[config.mk]
export PLATFORM = sky130hd
export DESIGN_NAME = bwe_block_write_engine
export DESIGN_NICKNAME = d
export VERILOG_FILES = /design/src/logic/bwe_pkg.sv /design/src/logic/bwe_block_write_engine.sv
export SDC_FILE = /design/constraint.sdc
export NUM_CORES = 2
export LEC_CHECK = 0
export BUFFER_PORTS_ARGS = -buffer_cell sky130_fd_sc_hd__buf_2
export CORE_MARGIN = 1.5
export CORE_UTILIZATION = 65
export CTS_CLUSTER_DIAMETER = 80
export DETAILED_ROUTE_END_ITERATION = 16
export PLACE_DENSITY = 0.82
export SLEW_MARGIN = 20
export SYNTH_ARGS = -nofsm -noshare
export SYNTH_HDL_FRONTEND = slang
export SYNTH_SLANG_ARGS = --single-unit
export TNS_END_PERCENT = 100
[constraint.sdc]
create_clock -name i_core_clk -period 9 [get_ports i_core_clk]
set_input_delay 1.8 -clock i_core_clk [delete_from_list [all_inputs] [get_ports i_core_clk]]
set_output_delay 1.8 -clock i_core_clk [all_outputs]
set_load 0.03 [all_outputs]
[src/logic/bwe_pkg.sv]
// Constants, carrier types, state encoding and CRC helpers for the block write engine
`default_nettype none
package bwe_pkg;
	// Command and parameter decoding
	localparam logic [7:0]  CMD_WRITE_BLOCK = 8'h55;
	localparam logic [4:0]  LAST_BLOCK      = 5'h1e;
	localparam int          BLK_IDX_MSB     = 4;
	// Memory geometry
	localparam int          NUM_BLOCKS      = 31;
	localparam int          BLOCK_BYTES     = 8;
	localparam int          USER_BYTES      = 248;
	localparam int          ADMIN_BYTES     = 32;
	localparam int          PROT_BITS       = 32;
	localparam logic [3:0]  MAX_WRITES      = 4'h8;
	localparam logic [7:0]  UNMAPPED_READ   = 8'hff;
	// Status byte codes
	localparam logic [3:0]  CS_OK_NIBBLE    = 4'ha;
	localparam logic [7:0]  CS_PROTECTED    = 8'h55;
	localparam logic [7:0]  CS_EXHAUSTED    = 8'h33;
	localparam logic [7:0]  CS_FAULT        = 8'hee;
	// CRC generators, both shifted least significant bit first
	localparam logic [7:0]  CRC8_POLY_REV   = 8'h8c;
	localparam logic [7:0]  CRC8_INIT       = 8'h00;
	localparam logic [15:0] CRC16_POLY_REV  = 16'ha001;
	localparam logic [15:0] CRC16_INIT      = 16'h0000;
	// Node identifier layout
	localparam int          ID_DATA_BITS    = 56;
	localparam logic [5:0]  ID_DATA_LAST    = 6'h38;
	// Programming time
	localparam int          CLK_PERIOD_NS   = 4;
	localparam int          PROG_TIME_MS    = 20;
	localparam int          PROG_CYCLES     = PROG_TIME_MS * 1000000 / CLK_PERIOD_NS;

	typedef struct packed {
		logic       valid;
		logic [7:0] data;
	} bwe_byte_t;

	typedef struct packed {
		logic       valid;
		logic [4:0] block;
	} bwe_prot_req_t;

	typedef enum logic [2:0] {
		S_IDLE, S_PARAM, S_DATA, S_RELEASE, S_PROG, S_TX, S_HALT
	} bwe_state_t;

	// One bit into the identifier CRC
	function automatic logic [7:0] bwe_crc8_bit(input logic [7:0] crc, input logic b);
		logic fb;
		fb = crc[0] ^ b;
		bwe_crc8_bit = {1'b0, crc[7:1]} ^ (fb ? CRC8_POLY_REV : 8'h00);
	endfunction : bwe_crc8_bit

	// One byte into the CRC-16 generator
	function automatic logic [15:0] bwe_crc16(input logic [15:0] crc, input logic [7:0] d);
		logic [15:0] c;
		c = crc ^ {8'h00, d};
		for (int i = 0; i < 8; i++)
			c = {1'b0, c[15:1]} ^ (c[0] ? CRC16_POLY_REV : 16'h0000);
		bwe_crc16 = c;
	endfunction : bwe_crc16
endpackage : bwe_pkg
`default_nettype wire

[src/logic/bwe_block_write_engine.sv]
// Command-level block write engine of a single-contact serial memory
// What this block does
// - Holds a 64-bit node identifier: family code, 48-bit serial, 8-bit CRC.
// - Identifier CRC uses shift-register generator for x^8 + x^5 + x^4 + 1.
// - Identifier CRC starts at zero, shifts family then serial, LSB first.
// - User memory is 31 blocks of 8 bytes, blocks 00h to 1Eh.
// - A block's write protection, once set, is never cleared.
// - Each command takes one parameter byte; a valid one earns a CRC-16.
// - Each block may be programmed at most 8 times; remaining count tracked.
// - Multi-byte values go least significant byte and bit first.
// - Every CRC-16 is transmitted bitwise inverted.
// - Command 55h writes a whole block via the buffer, decrementing its count.
// - One write flow continues to the next adjacent block after each successful write, up to the last; a refusal or fault halts it.
// - A CRC follows the parameter byte and another follows the 8 data bytes.
// - After a good data CRC a release byte starts programming; status follows.
// - Status is xAh with remaining count, 55h protected, 33h exhausted, EEh fault.
// - Protected or exhausted blocks are not programmed; matching status is sent.
// - First CRC covers command then parameter, in a cleared generator.
// - Later CRCs cover the 8 data bytes alone, in a cleared generator.
// - Parameter bits 4:0 pick the block; 1Fh is an invalid parameter.
// - Keeps 8-byte write-only buffer, 32 admin bytes, 4 protection bytes.
// - Programming time starts as soon as the release byte is received.
`timescale 1ns/1ps
`default_nettype none
module bwe_block_write_engine
	import bwe_pkg::*;
#(
	parameter int          P_PROG_CYCLES = PROG_CYCLES,
	parameter logic [7:0]  P_FAMILY_CODE = 8'h5c,          // Arbitrary value
	parameter logic [47:0] P_SERIAL      = 48'h0123_4567_89ab  // Arbitrary value
) (
	// Clock and reset
	input  wire logic          i_core_clk,
	input  wire logic          i_resetn,
	// Byte layer below: received bytes, bus reset, transmit completion
	input  wire bwe_byte_t     i_rx_byte,
	input  wire logic          i_bus_reset,
	input  wire logic          i_tx_done,
	output var  bwe_byte_t     o_tx_byte,
	// Side inputs from the array and the protection command handler
	input  wire logic          i_prog_fault,
	input  wire bwe_prot_req_t i_prot_req,
	// Internal read port of user memory
	input  wire logic [7:0]    i_rd_addr,
	output logic [7:0]         o_rd_data,
	// Status
	output logic [63:0]        o_node_identifier,
	output logic               o_id_ready,
	output logic               o_busy
);

	// Control state
	bwe_state_t  state_r, state_nxt, ret_r, ret_nxt;
	logic [4:0]  blk_r, blk_nxt;
	logic [2:0]  bcnt_r, bcnt_nxt;
	logic [15:0] crc_r, crc_nxt;
	logic [15:0] tx_sh_r, tx_sh_nxt;
	logic        tx_last_r, tx_last_nxt;
	logic        tx_wait_r;
	logic [22:0] timer_r, timer_nxt;
	logic        wb_we, prog_we;

	// Storage: write buffer, admin counts, protection bits, user array
	logic [7:0]  wbuf_r [BLOCK_BYTES];
	logic [7:0]  adm_r  [ADMIN_BYTES];
	logic [PROT_BITS-1:0] prot_r;
	logic [7:0]  mem_r  [USER_BYTES];

	// Identifier generation
	logic [5:0]  id_cnt_r;
	logic [7:0]  crc8_r;
	wire  [55:0] id_data = {P_SERIAL, P_FAMILY_CODE};

	// Decoding of the current byte and block
	wire         rx        = i_rx_byte.valid;
	wire  [7:0]  rd        = i_rx_byte.data;
	wire  [15:0] crc_upd   = bwe_crc16(crc_r, rd);
	wire         idx_ok    = rd[BLK_IDX_MSB:0] <= LAST_BLOCK;
	wire         blk_prot  = prot_r[blk_r];
	wire  [3:0]  blk_cnt   = adm_r[blk_r][3:0];
	wire         cnt_zero  = blk_cnt == 4'h0;
	wire  [3:0]  cnt_left  = blk_cnt - 4'h1;
	wire         blk_last  = blk_r == LAST_BLOCK;
	wire         timer_end = timer_r == 23'h000000;
	wire  [22:0] timer_ld  = 23'(P_PROG_CYCLES - 1);

	// Command flow; a bus reset overrides the next state and clears the generator
	always_comb
	begin
		state_nxt   = state_r;
		ret_nxt     = ret_r;
		blk_nxt     = blk_r;
		bcnt_nxt    = bcnt_r;
		crc_nxt     = crc_r;
		tx_sh_nxt   = tx_sh_r;
		tx_last_nxt = tx_last_r;
		timer_nxt   = timer_r;
		wb_we       = 1'b0;
		prog_we     = 1'b0;
		unique case (state_r)
			S_IDLE:
				if (rx)
				begin
					crc_nxt   = crc_upd;
					state_nxt = (rd == CMD_WRITE_BLOCK) ? S_PARAM : S_HALT;
				end
			S_PARAM:
				if (rx && idx_ok)
				begin
					blk_nxt     = rd[BLK_IDX_MSB:0];
					tx_sh_nxt   = ~crc_upd;
					tx_last_nxt = 1'b0;
					ret_nxt     = S_DATA;
					state_nxt   = S_TX;
					crc_nxt     = CRC16_INIT;
					bcnt_nxt    = 3'h0;
				end
				else if (rx)
					state_nxt = S_HALT;
			S_DATA:
				if (rx)
				begin
					wb_we    = 1'b1;
					bcnt_nxt = bcnt_r + 3'h1;
					crc_nxt  = crc_upd;
					if (bcnt_r == 3'h7)
					begin
						tx_sh_nxt   = ~crc_upd;
						tx_last_nxt = 1'b0;
						ret_nxt     = S_RELEASE;
						state_nxt   = S_TX;
					end
				end
			S_RELEASE:
				if (rx)
				begin
					// Any value releases; refusals skip the programming time
					tx_last_nxt = 1'b1;
					ret_nxt     = S_HALT;
					if (blk_prot)
					begin
						tx_sh_nxt = {8'h00, CS_PROTECTED};
						state_nxt = S_TX;
					end
					else if (cnt_zero)
					begin
						tx_sh_nxt = {8'h00, CS_EXHAUSTED};
						state_nxt = S_TX;
					end
					else
					begin
						timer_nxt = timer_ld;
						state_nxt = S_PROG;
					end
				end
			S_PROG:
				if (!timer_end)
					timer_nxt = timer_r - 23'h000001;
				else
				begin
					tx_last_nxt = 1'b1;
					state_nxt   = S_TX;
					if (i_prog_fault)
					begin
						tx_sh_nxt = {8'h00, CS_FAULT};
						ret_nxt   = S_HALT;
					end
					else
					begin
						prog_we   = 1'b1;
						tx_sh_nxt = {8'h00, cnt_left, CS_OK_NIBBLE};
						ret_nxt   = blk_last ? S_HALT : S_DATA;
						blk_nxt   = blk_last ? blk_r : blk_r + 5'h01;
						crc_nxt   = CRC16_INIT;
						bcnt_nxt  = 3'h0;
					end
				end
			S_TX:
				if (i_tx_done)
				begin
					if (tx_last_r)
						state_nxt = ret_r;
					else
					begin
						tx_sh_nxt   = {8'h00, tx_sh_r[15:8]};
						tx_last_nxt = 1'b1;
					end
				end
			S_HALT: ;
		endcase
		if (i_bus_reset)
		begin
			state_nxt = S_IDLE;
			crc_nxt   = CRC16_INIT;
		end
	end

	// Control registers
	always_ff @(posedge i_core_clk or negedge i_resetn)
	begin
		if (!i_resetn)
		begin
			state_r   <= S_IDLE;
			ret_r     <= S_IDLE;
			blk_r     <= 5'h00;
			bcnt_r    <= 3'h0;
			crc_r     <= CRC16_INIT;
			tx_sh_r   <= 16'h0000;
			tx_last_r <= 1'b0;
			timer_r   <= 23'h000000;
			o_busy    <= 1'b0;
		end
		else
		begin
			state_r   <= state_nxt;
			ret_r     <= ret_nxt;
			blk_r     <= blk_nxt;
			bcnt_r    <= bcnt_nxt;
			crc_r     <= crc_nxt;
			tx_sh_r   <= tx_sh_nxt;
			tx_last_r <= tx_last_nxt;
			timer_r   <= timer_nxt;
			o_busy    <= state_nxt == S_PROG;
		end
	end

	// Byte emitter: one pulse per byte, then wait for the layer below
	always_ff @(posedge i_core_clk or negedge i_resetn)
	begin
		if (!i_resetn)
		begin
			o_tx_byte <= '0;
			tx_wait_r <= 1'b0;
		end
		else
		begin
			o_tx_byte.valid <= state_r == S_TX && !tx_wait_r && !i_bus_reset;
			o_tx_byte.data  <= tx_sh_r[7:0];
			if (i_bus_reset || i_tx_done)
				tx_wait_r <= 1'b0;
			else if (state_r == S_TX)
				tx_wait_r <= 1'b1;
		end
	end

	// Protection and remaining counts; reset stands in for the stored state
	always_ff @(posedge i_core_clk or negedge i_resetn)
	begin
		if (!i_resetn)
		begin
			prot_r <= '0;
			for (int i = 0; i < ADMIN_BYTES; i++)
				adm_r[i] <= {4'h0, MAX_WRITES};
		end
		else
		begin
			if (i_prot_req.valid && i_prot_req.block <= LAST_BLOCK)
				prot_r[i_prot_req.block] <= 1'b1;
			if (prog_we)
				adm_r[blk_r] <= {4'h0, cnt_left};
		end
	end

	// Write buffer and user array; no reset, as a real array has none
	always_ff @(posedge i_core_clk)
	begin
		if (wb_we)
			wbuf_r[bcnt_r] <= rd;
		if (prog_we)
			for (int i = 0; i < BLOCK_BYTES; i++)
				mem_r[{blk_r, 3'(i)}] <= wbuf_r[i];
		o_rd_data <= (i_rd_addr < 8'(USER_BYTES)) ? mem_r[i_rd_addr] : UNMAPPED_READ;
	end

	// Identifier CRC built serially after reset, family code first
	always_ff @(posedge i_core_clk or negedge i_resetn)
	begin
		if (!i_resetn)
		begin
			id_cnt_r          <= 6'h00;
			crc8_r            <= CRC8_INIT;
			o_node_identifier <= 64'h0000_0000_0000_0000;
			o_id_ready        <= 1'b0;
		end
		else if (id_cnt_r != ID_DATA_LAST)
		begin
			crc8_r   <= bwe_crc8_bit(crc8_r, id_data[id_cnt_r]);
			id_cnt_r <= id_cnt_r + 6'h01;
		end
		else if (!o_id_ready)
		begin
			o_node_identifier <= {crc8_r, id_data};
			o_id_ready        <= 1'b1;
		end
	end

	// Helper: CRC of the whole identifier, which must come to zero
	logic [7:0] id_chk;
	always_comb
	begin
		id_chk = CRC8_INIT;
		for (int i = 0; i < 64; i++)
			id_chk = bwe_crc8_bit(id_chk, o_node_identifier[i]);
	end

	a_id_crc_zero: assert property (@(posedge i_core_clk) disable iff (!i_resetn)
		o_id_ready |-> id_chk == 8'h00)
		else $error("node identifier CRC does not check");

	a_prot_sticky: assert property (@(posedge i_core_clk) disable iff (!i_resetn)
		($past(prot_r) & ~prot_r) == '0)
		else $error("write protection was cleared");

	a_param_crc_inv: assert property (@(posedge i_core_clk) disable iff (!i_resetn)
		state_r == S_PARAM && rx && idx_ok && !i_bus_reset |=>
		tx_sh_r == ~bwe_crc16(bwe_crc16(CRC16_INIT, CMD_WRITE_BLOCK), $past(rd)) && state_r == S_TX)
		else $error("parameter confirmation CRC wrong");

	a_bad_param_halt: assert property (@(posedge i_core_clk) disable iff (!i_resetn)
		state_r == S_PARAM && rx && rd[BLK_IDX_MSB:0] == 5'h1f && !i_bus_reset |=> state_r == S_HALT)
		else $error("invalid block number accepted");

	a_data_crc_inv: assert property (@(posedge i_core_clk) disable iff (!i_resetn)
		state_r == S_DATA && rx && bcnt_r == 3'h7 && !i_bus_reset |=>
		tx_sh_r == ~bwe_crc16($past(crc_r), $past(rd)) && ret_r == S_RELEASE)
		else $error("data confirmation CRC wrong");

	a_data_crc_clear: assert property (@(posedge i_core_clk) disable iff (!i_resetn)
		state_r == S_DATA && bcnt_r == 3'h0 |-> crc_r == CRC16_INIT)
		else $error("data CRC generator not cleared before a block");

	a_refuse_prot: assert property (@(posedge i_core_clk) disable iff (!i_resetn)
		state_r == S_RELEASE && rx && blk_prot && !i_bus_reset |=>
		tx_sh_r[7:0] == CS_PROTECTED && !o_busy ##1 o_tx_byte.valid)
		else $error("protected block not refused");

	a_prog_start: assert property (@(posedge i_core_clk) disable iff (!i_resetn)
		state_r == S_RELEASE && rx && !blk_prot && !cnt_zero && !i_bus_reset |=>
		o_busy && timer_r == timer_ld)
		else $error("programming did not start on release");

	a_status_ok: assert property (@(posedge i_core_clk) disable iff (!i_resetn)
		state_r == S_PROG && timer_end && !i_prog_fault && !i_bus_reset |=>
		tx_sh_r[3:0] == CS_OK_NIBBLE && tx_sh_r[7:4] == $past(blk_cnt) - 4'h1)
		else $error("success status wrong");

	a_count_bound: assert property (@(posedge i_core_clk) disable iff (!i_resetn)
		prog_we |=> adm_r[$past(blk_r)][3:0] == $past(blk_cnt) - 4'h1 && $past(blk_cnt) <= MAX_WRITES)
		else $error("write count not decremented");

	a_next_block: assert property (@(posedge i_core_clk) disable iff (!i_resetn)
		prog_we && !blk_last && !i_bus_reset |=> blk_r == $past(blk_r) + 5'h01 && ret_r == S_DATA)
		else $error("write flow did not advance block");

endmodule : bwe_block_write_engine
`default_nettype wire

==> out/qor.txt <==
Chip Width - 377 um
Lkg Pwr - 33.8 nW
CP max stage cell - nor2_4
Setup crit start - timer_r[18]
Routed Antenna Nets - 0
Initial core utilization - 65.4%
Hold_buf cts - 0
CTS resizes - 0
Crit-path max FO - 40
Avg Cell Area, Syn - 19.5 um2
Pwr/cell area - 227 mW/mm2
Critical Path End Type - flip-flop
Share of cells above drive strength 1 - 22.8%
Sequential area share after synthesis - 75.0%
CTS tree - done
Initial DRC count - 7948
Post-Route WL - 243000 um
WS Path Type - reg2reg
# DRC - 0
Gpl congestion - 0.861
Worst-margin pin slew - 1260 ps
Cell breakdown of the critical path - nor4_1 -> nand2_1 -> nor4_1 -> nand2_1 -> nor2_4 -> buf_4
Worst-case clock buffer depth - 3
Synth cell types - 82
Flop2flop setup slack - 3730 ps
Leading area contributor after synthesis - edfxtp_1
Ranking of synthesized cells by area - edfxtp_1 (68%), mux4_2 (11%), dfrtp_1 (6.4%), mux2i_1 (3.2%), nand2_1 (0.97%)
Final Max Slew Viols - 0
Share of the synthesized area in the top cell type - 67.5%
DR vias/cell - 7.15
Post-CTS Setup Repair Bufs - 0
Chip height - 377 um
CTS buffer count - 214
Clk_lat worst skew - 890 ps
Hold Vio Cnt, Final - 0
Max Clk Rate - 0.190 GHz
Synth Register Bits - 2321
Final cycle utilization of the critical path - 58.6%
Status - finished clean
Area growth syn-to-layout - 11.3%
Min Tclk post-route - 5270 ps
WHS Path Cells - 0
Root Driver - clkbuf_16
Reg2Reg Depth - 6
Hold Slack - 381 ps
Final setup skew - 44.3 ps
DR vias - 49592
Core Area - 0.139 mm2
Asr flop ratio synth - 11.4%
Syn Std Cell Area - 0.0911 mm2
Crit-path max cell delay - 1010 ps
Top_reg_cell synth - edfxtp_1
Worst flop-to-flop path startpoint - timer_r[18]
Largest net degree at the start of global routing - 130
Setup TNS - 0 ps
Drt pass-1 iters - 9
CTS clk-pin slew, worst paths - 60 ps
Cell count after placement - 6515
Ys Warns - 0
Final non-filler cell total - 6938
Global-route wire length before repair - 343000 um
Worst EP arrival - 5760 ps
FF-to-FF End - mem_r[35][4]
Hold path startpoint - tx_sh_r[1]
Hold Path End - o_tx_byte[1]
# port buffers - 78
Max Cap Viol - 0
Top cells by count, synth - edfxtp_1 (2048), mux4_2 (458), mux2i_1 (292)
Hold Crit Class - reg2reg
Total track usage - 33.9%
HPWL after detailed placement - 119000 um
Most frequent cell after synthesis - edfxtp_1
Final setup vio count - 0
# IOs - 111
Nets - 4912
Final Util - 72.8%
Routed len/inst - 35.0 um
CP required - 9490 ps
Clock sinks - 2321
H-tree Lvls - 4
Worst vdd ir - 0.228 mV
# rows - 137
Unrepaired setup endpoints after global routing - false
CP top delay family - simple AND/OR/NAND/NOR gates
Relative slew slack - 15.1%
Filler cells - 7597
Sum of buffers and inverters on the critical path - 1
Die area - 0.142 mm2
Initial antenna violation count - 9
Number of synthesized flops with an enable pin - 2048
Worst setup SP type - flip-flop
Vias in the first global route - 50196
Total grt overflow - 0
Synthesized instance count - 4675
[power by group]
| part | leakage [nW] | switching [mW] | internal [mW] |
|---|---|---|---|
| sequential | 21.8 | 0.245 | 11.8 |
| combinational | 8.55 | 1.12 | 0.693 |
| clock | 3.40 | 4.07 | 5.09 |
[cells by family after synthesis]
family / synth area share [%]
flops: 75.0
fa+ha+maj: 0.192
mux: 15.0
other cells: 0.00412
buf+inv: 1.83
compound gates: 4.47
simple gates: 3.07
xor+xnor: 0.382
[cells in the final DEF, fill, tap and decap left out, types with 34 or more instances in the layout]
| cell | instances |
|---|---|
| nand3_1 | 38 |
| o22ai_1 | 91 |
| clkbuf_16 | 217 |
| o21ai_0 | 153 |
| nand2_1 | 235 |
| dfrtp_1 | 232 |
| nor3_1 | 56 |
| edfxtp_1 | 2048 |
| nor2_1 | 57 |
| buf_2 | 74 |
| mux2_2 | 34 |
| a21oi_1 | 112 |
| mux2i_1 | 292 |
| clkinv_1 | 36 |
| o221ai_1 | 94 |
| buf_4 | 132 |
| o21ai_1 | 36 |
| mux4_2 | 458 |
| clkbuf_1 | 62 |
[how the worst max path moves through the flow]
stage,endpoint,cells past startpoint
floorplan,mem_r[200][0],5
finish,mem_r[35][4],6
detailed placement,mem_r[52][7],7
CTS,mem_r[234][1],6
global placement,mem_r[164][2],7
global route,mem_r[177][1],8
[metrics by stage]
step           worst slack (ps)  instance area [um2]  power, mW
3_5_place_dp               3300                94000       14.0
5_1_grt                    3470               101000       23.5
3_3_place_gp               3310                93800       13.9
6_report                   3730               101000       23.0
4_1_cts                    3740               101000       22.9
2_1_floorplan              3240                91200       13.4
[layer usage]
| layer | global-route usage (%) | up-vias | share of wire, % |
|---|---|---|---|
| met1 | 44.0 | 25162 | 33 |
| met3 | 9.56 | 765 | 13 |
| met4 | 15.6 | 16 | 5.2 |
| met2 | 53.8 | 4195 | 49 |
| li1 | - | 19454 | - |
| met5 | 0 | - | 0.043 |
[sequential cells by signal, indices dropped and copies added, names as in the netlist, 8 cells and up]
signal and flops:
crc8_r 8, timer_r 23, o_tx_byte 9, o_node_identifier 9, mem_r 1984, adm_r 128
prot_r 32, wbuf_r 64, tx_sh_r 16, crc_r 16, o_rd_data 8
[final cells by class]
class                           instances  area (um2)  area share, %
Timing Repair Buffer                  243        2040           2.01
Clock inverter                        104        1090           1.08
Tap cell                             1876        2350           2.32
Clock buffer                          298        5910           5.83
Sequential cell                      2321       68300           67.4
Inverter                               20        80.1         0.0790
Antenna cell                            6        15.0         0.0148
Multi-Input combinational cell       2070       21500           21.2
[worst register-to-register path: stages (launching register included)]
cell and delay [ps]:
dfrtp_1 440, nor4_1 530, nand2_1 370, nor4_1 990, nand2_1 800, nor2_4 1010, buf_4 670
(Power assumes the default switching activity.)
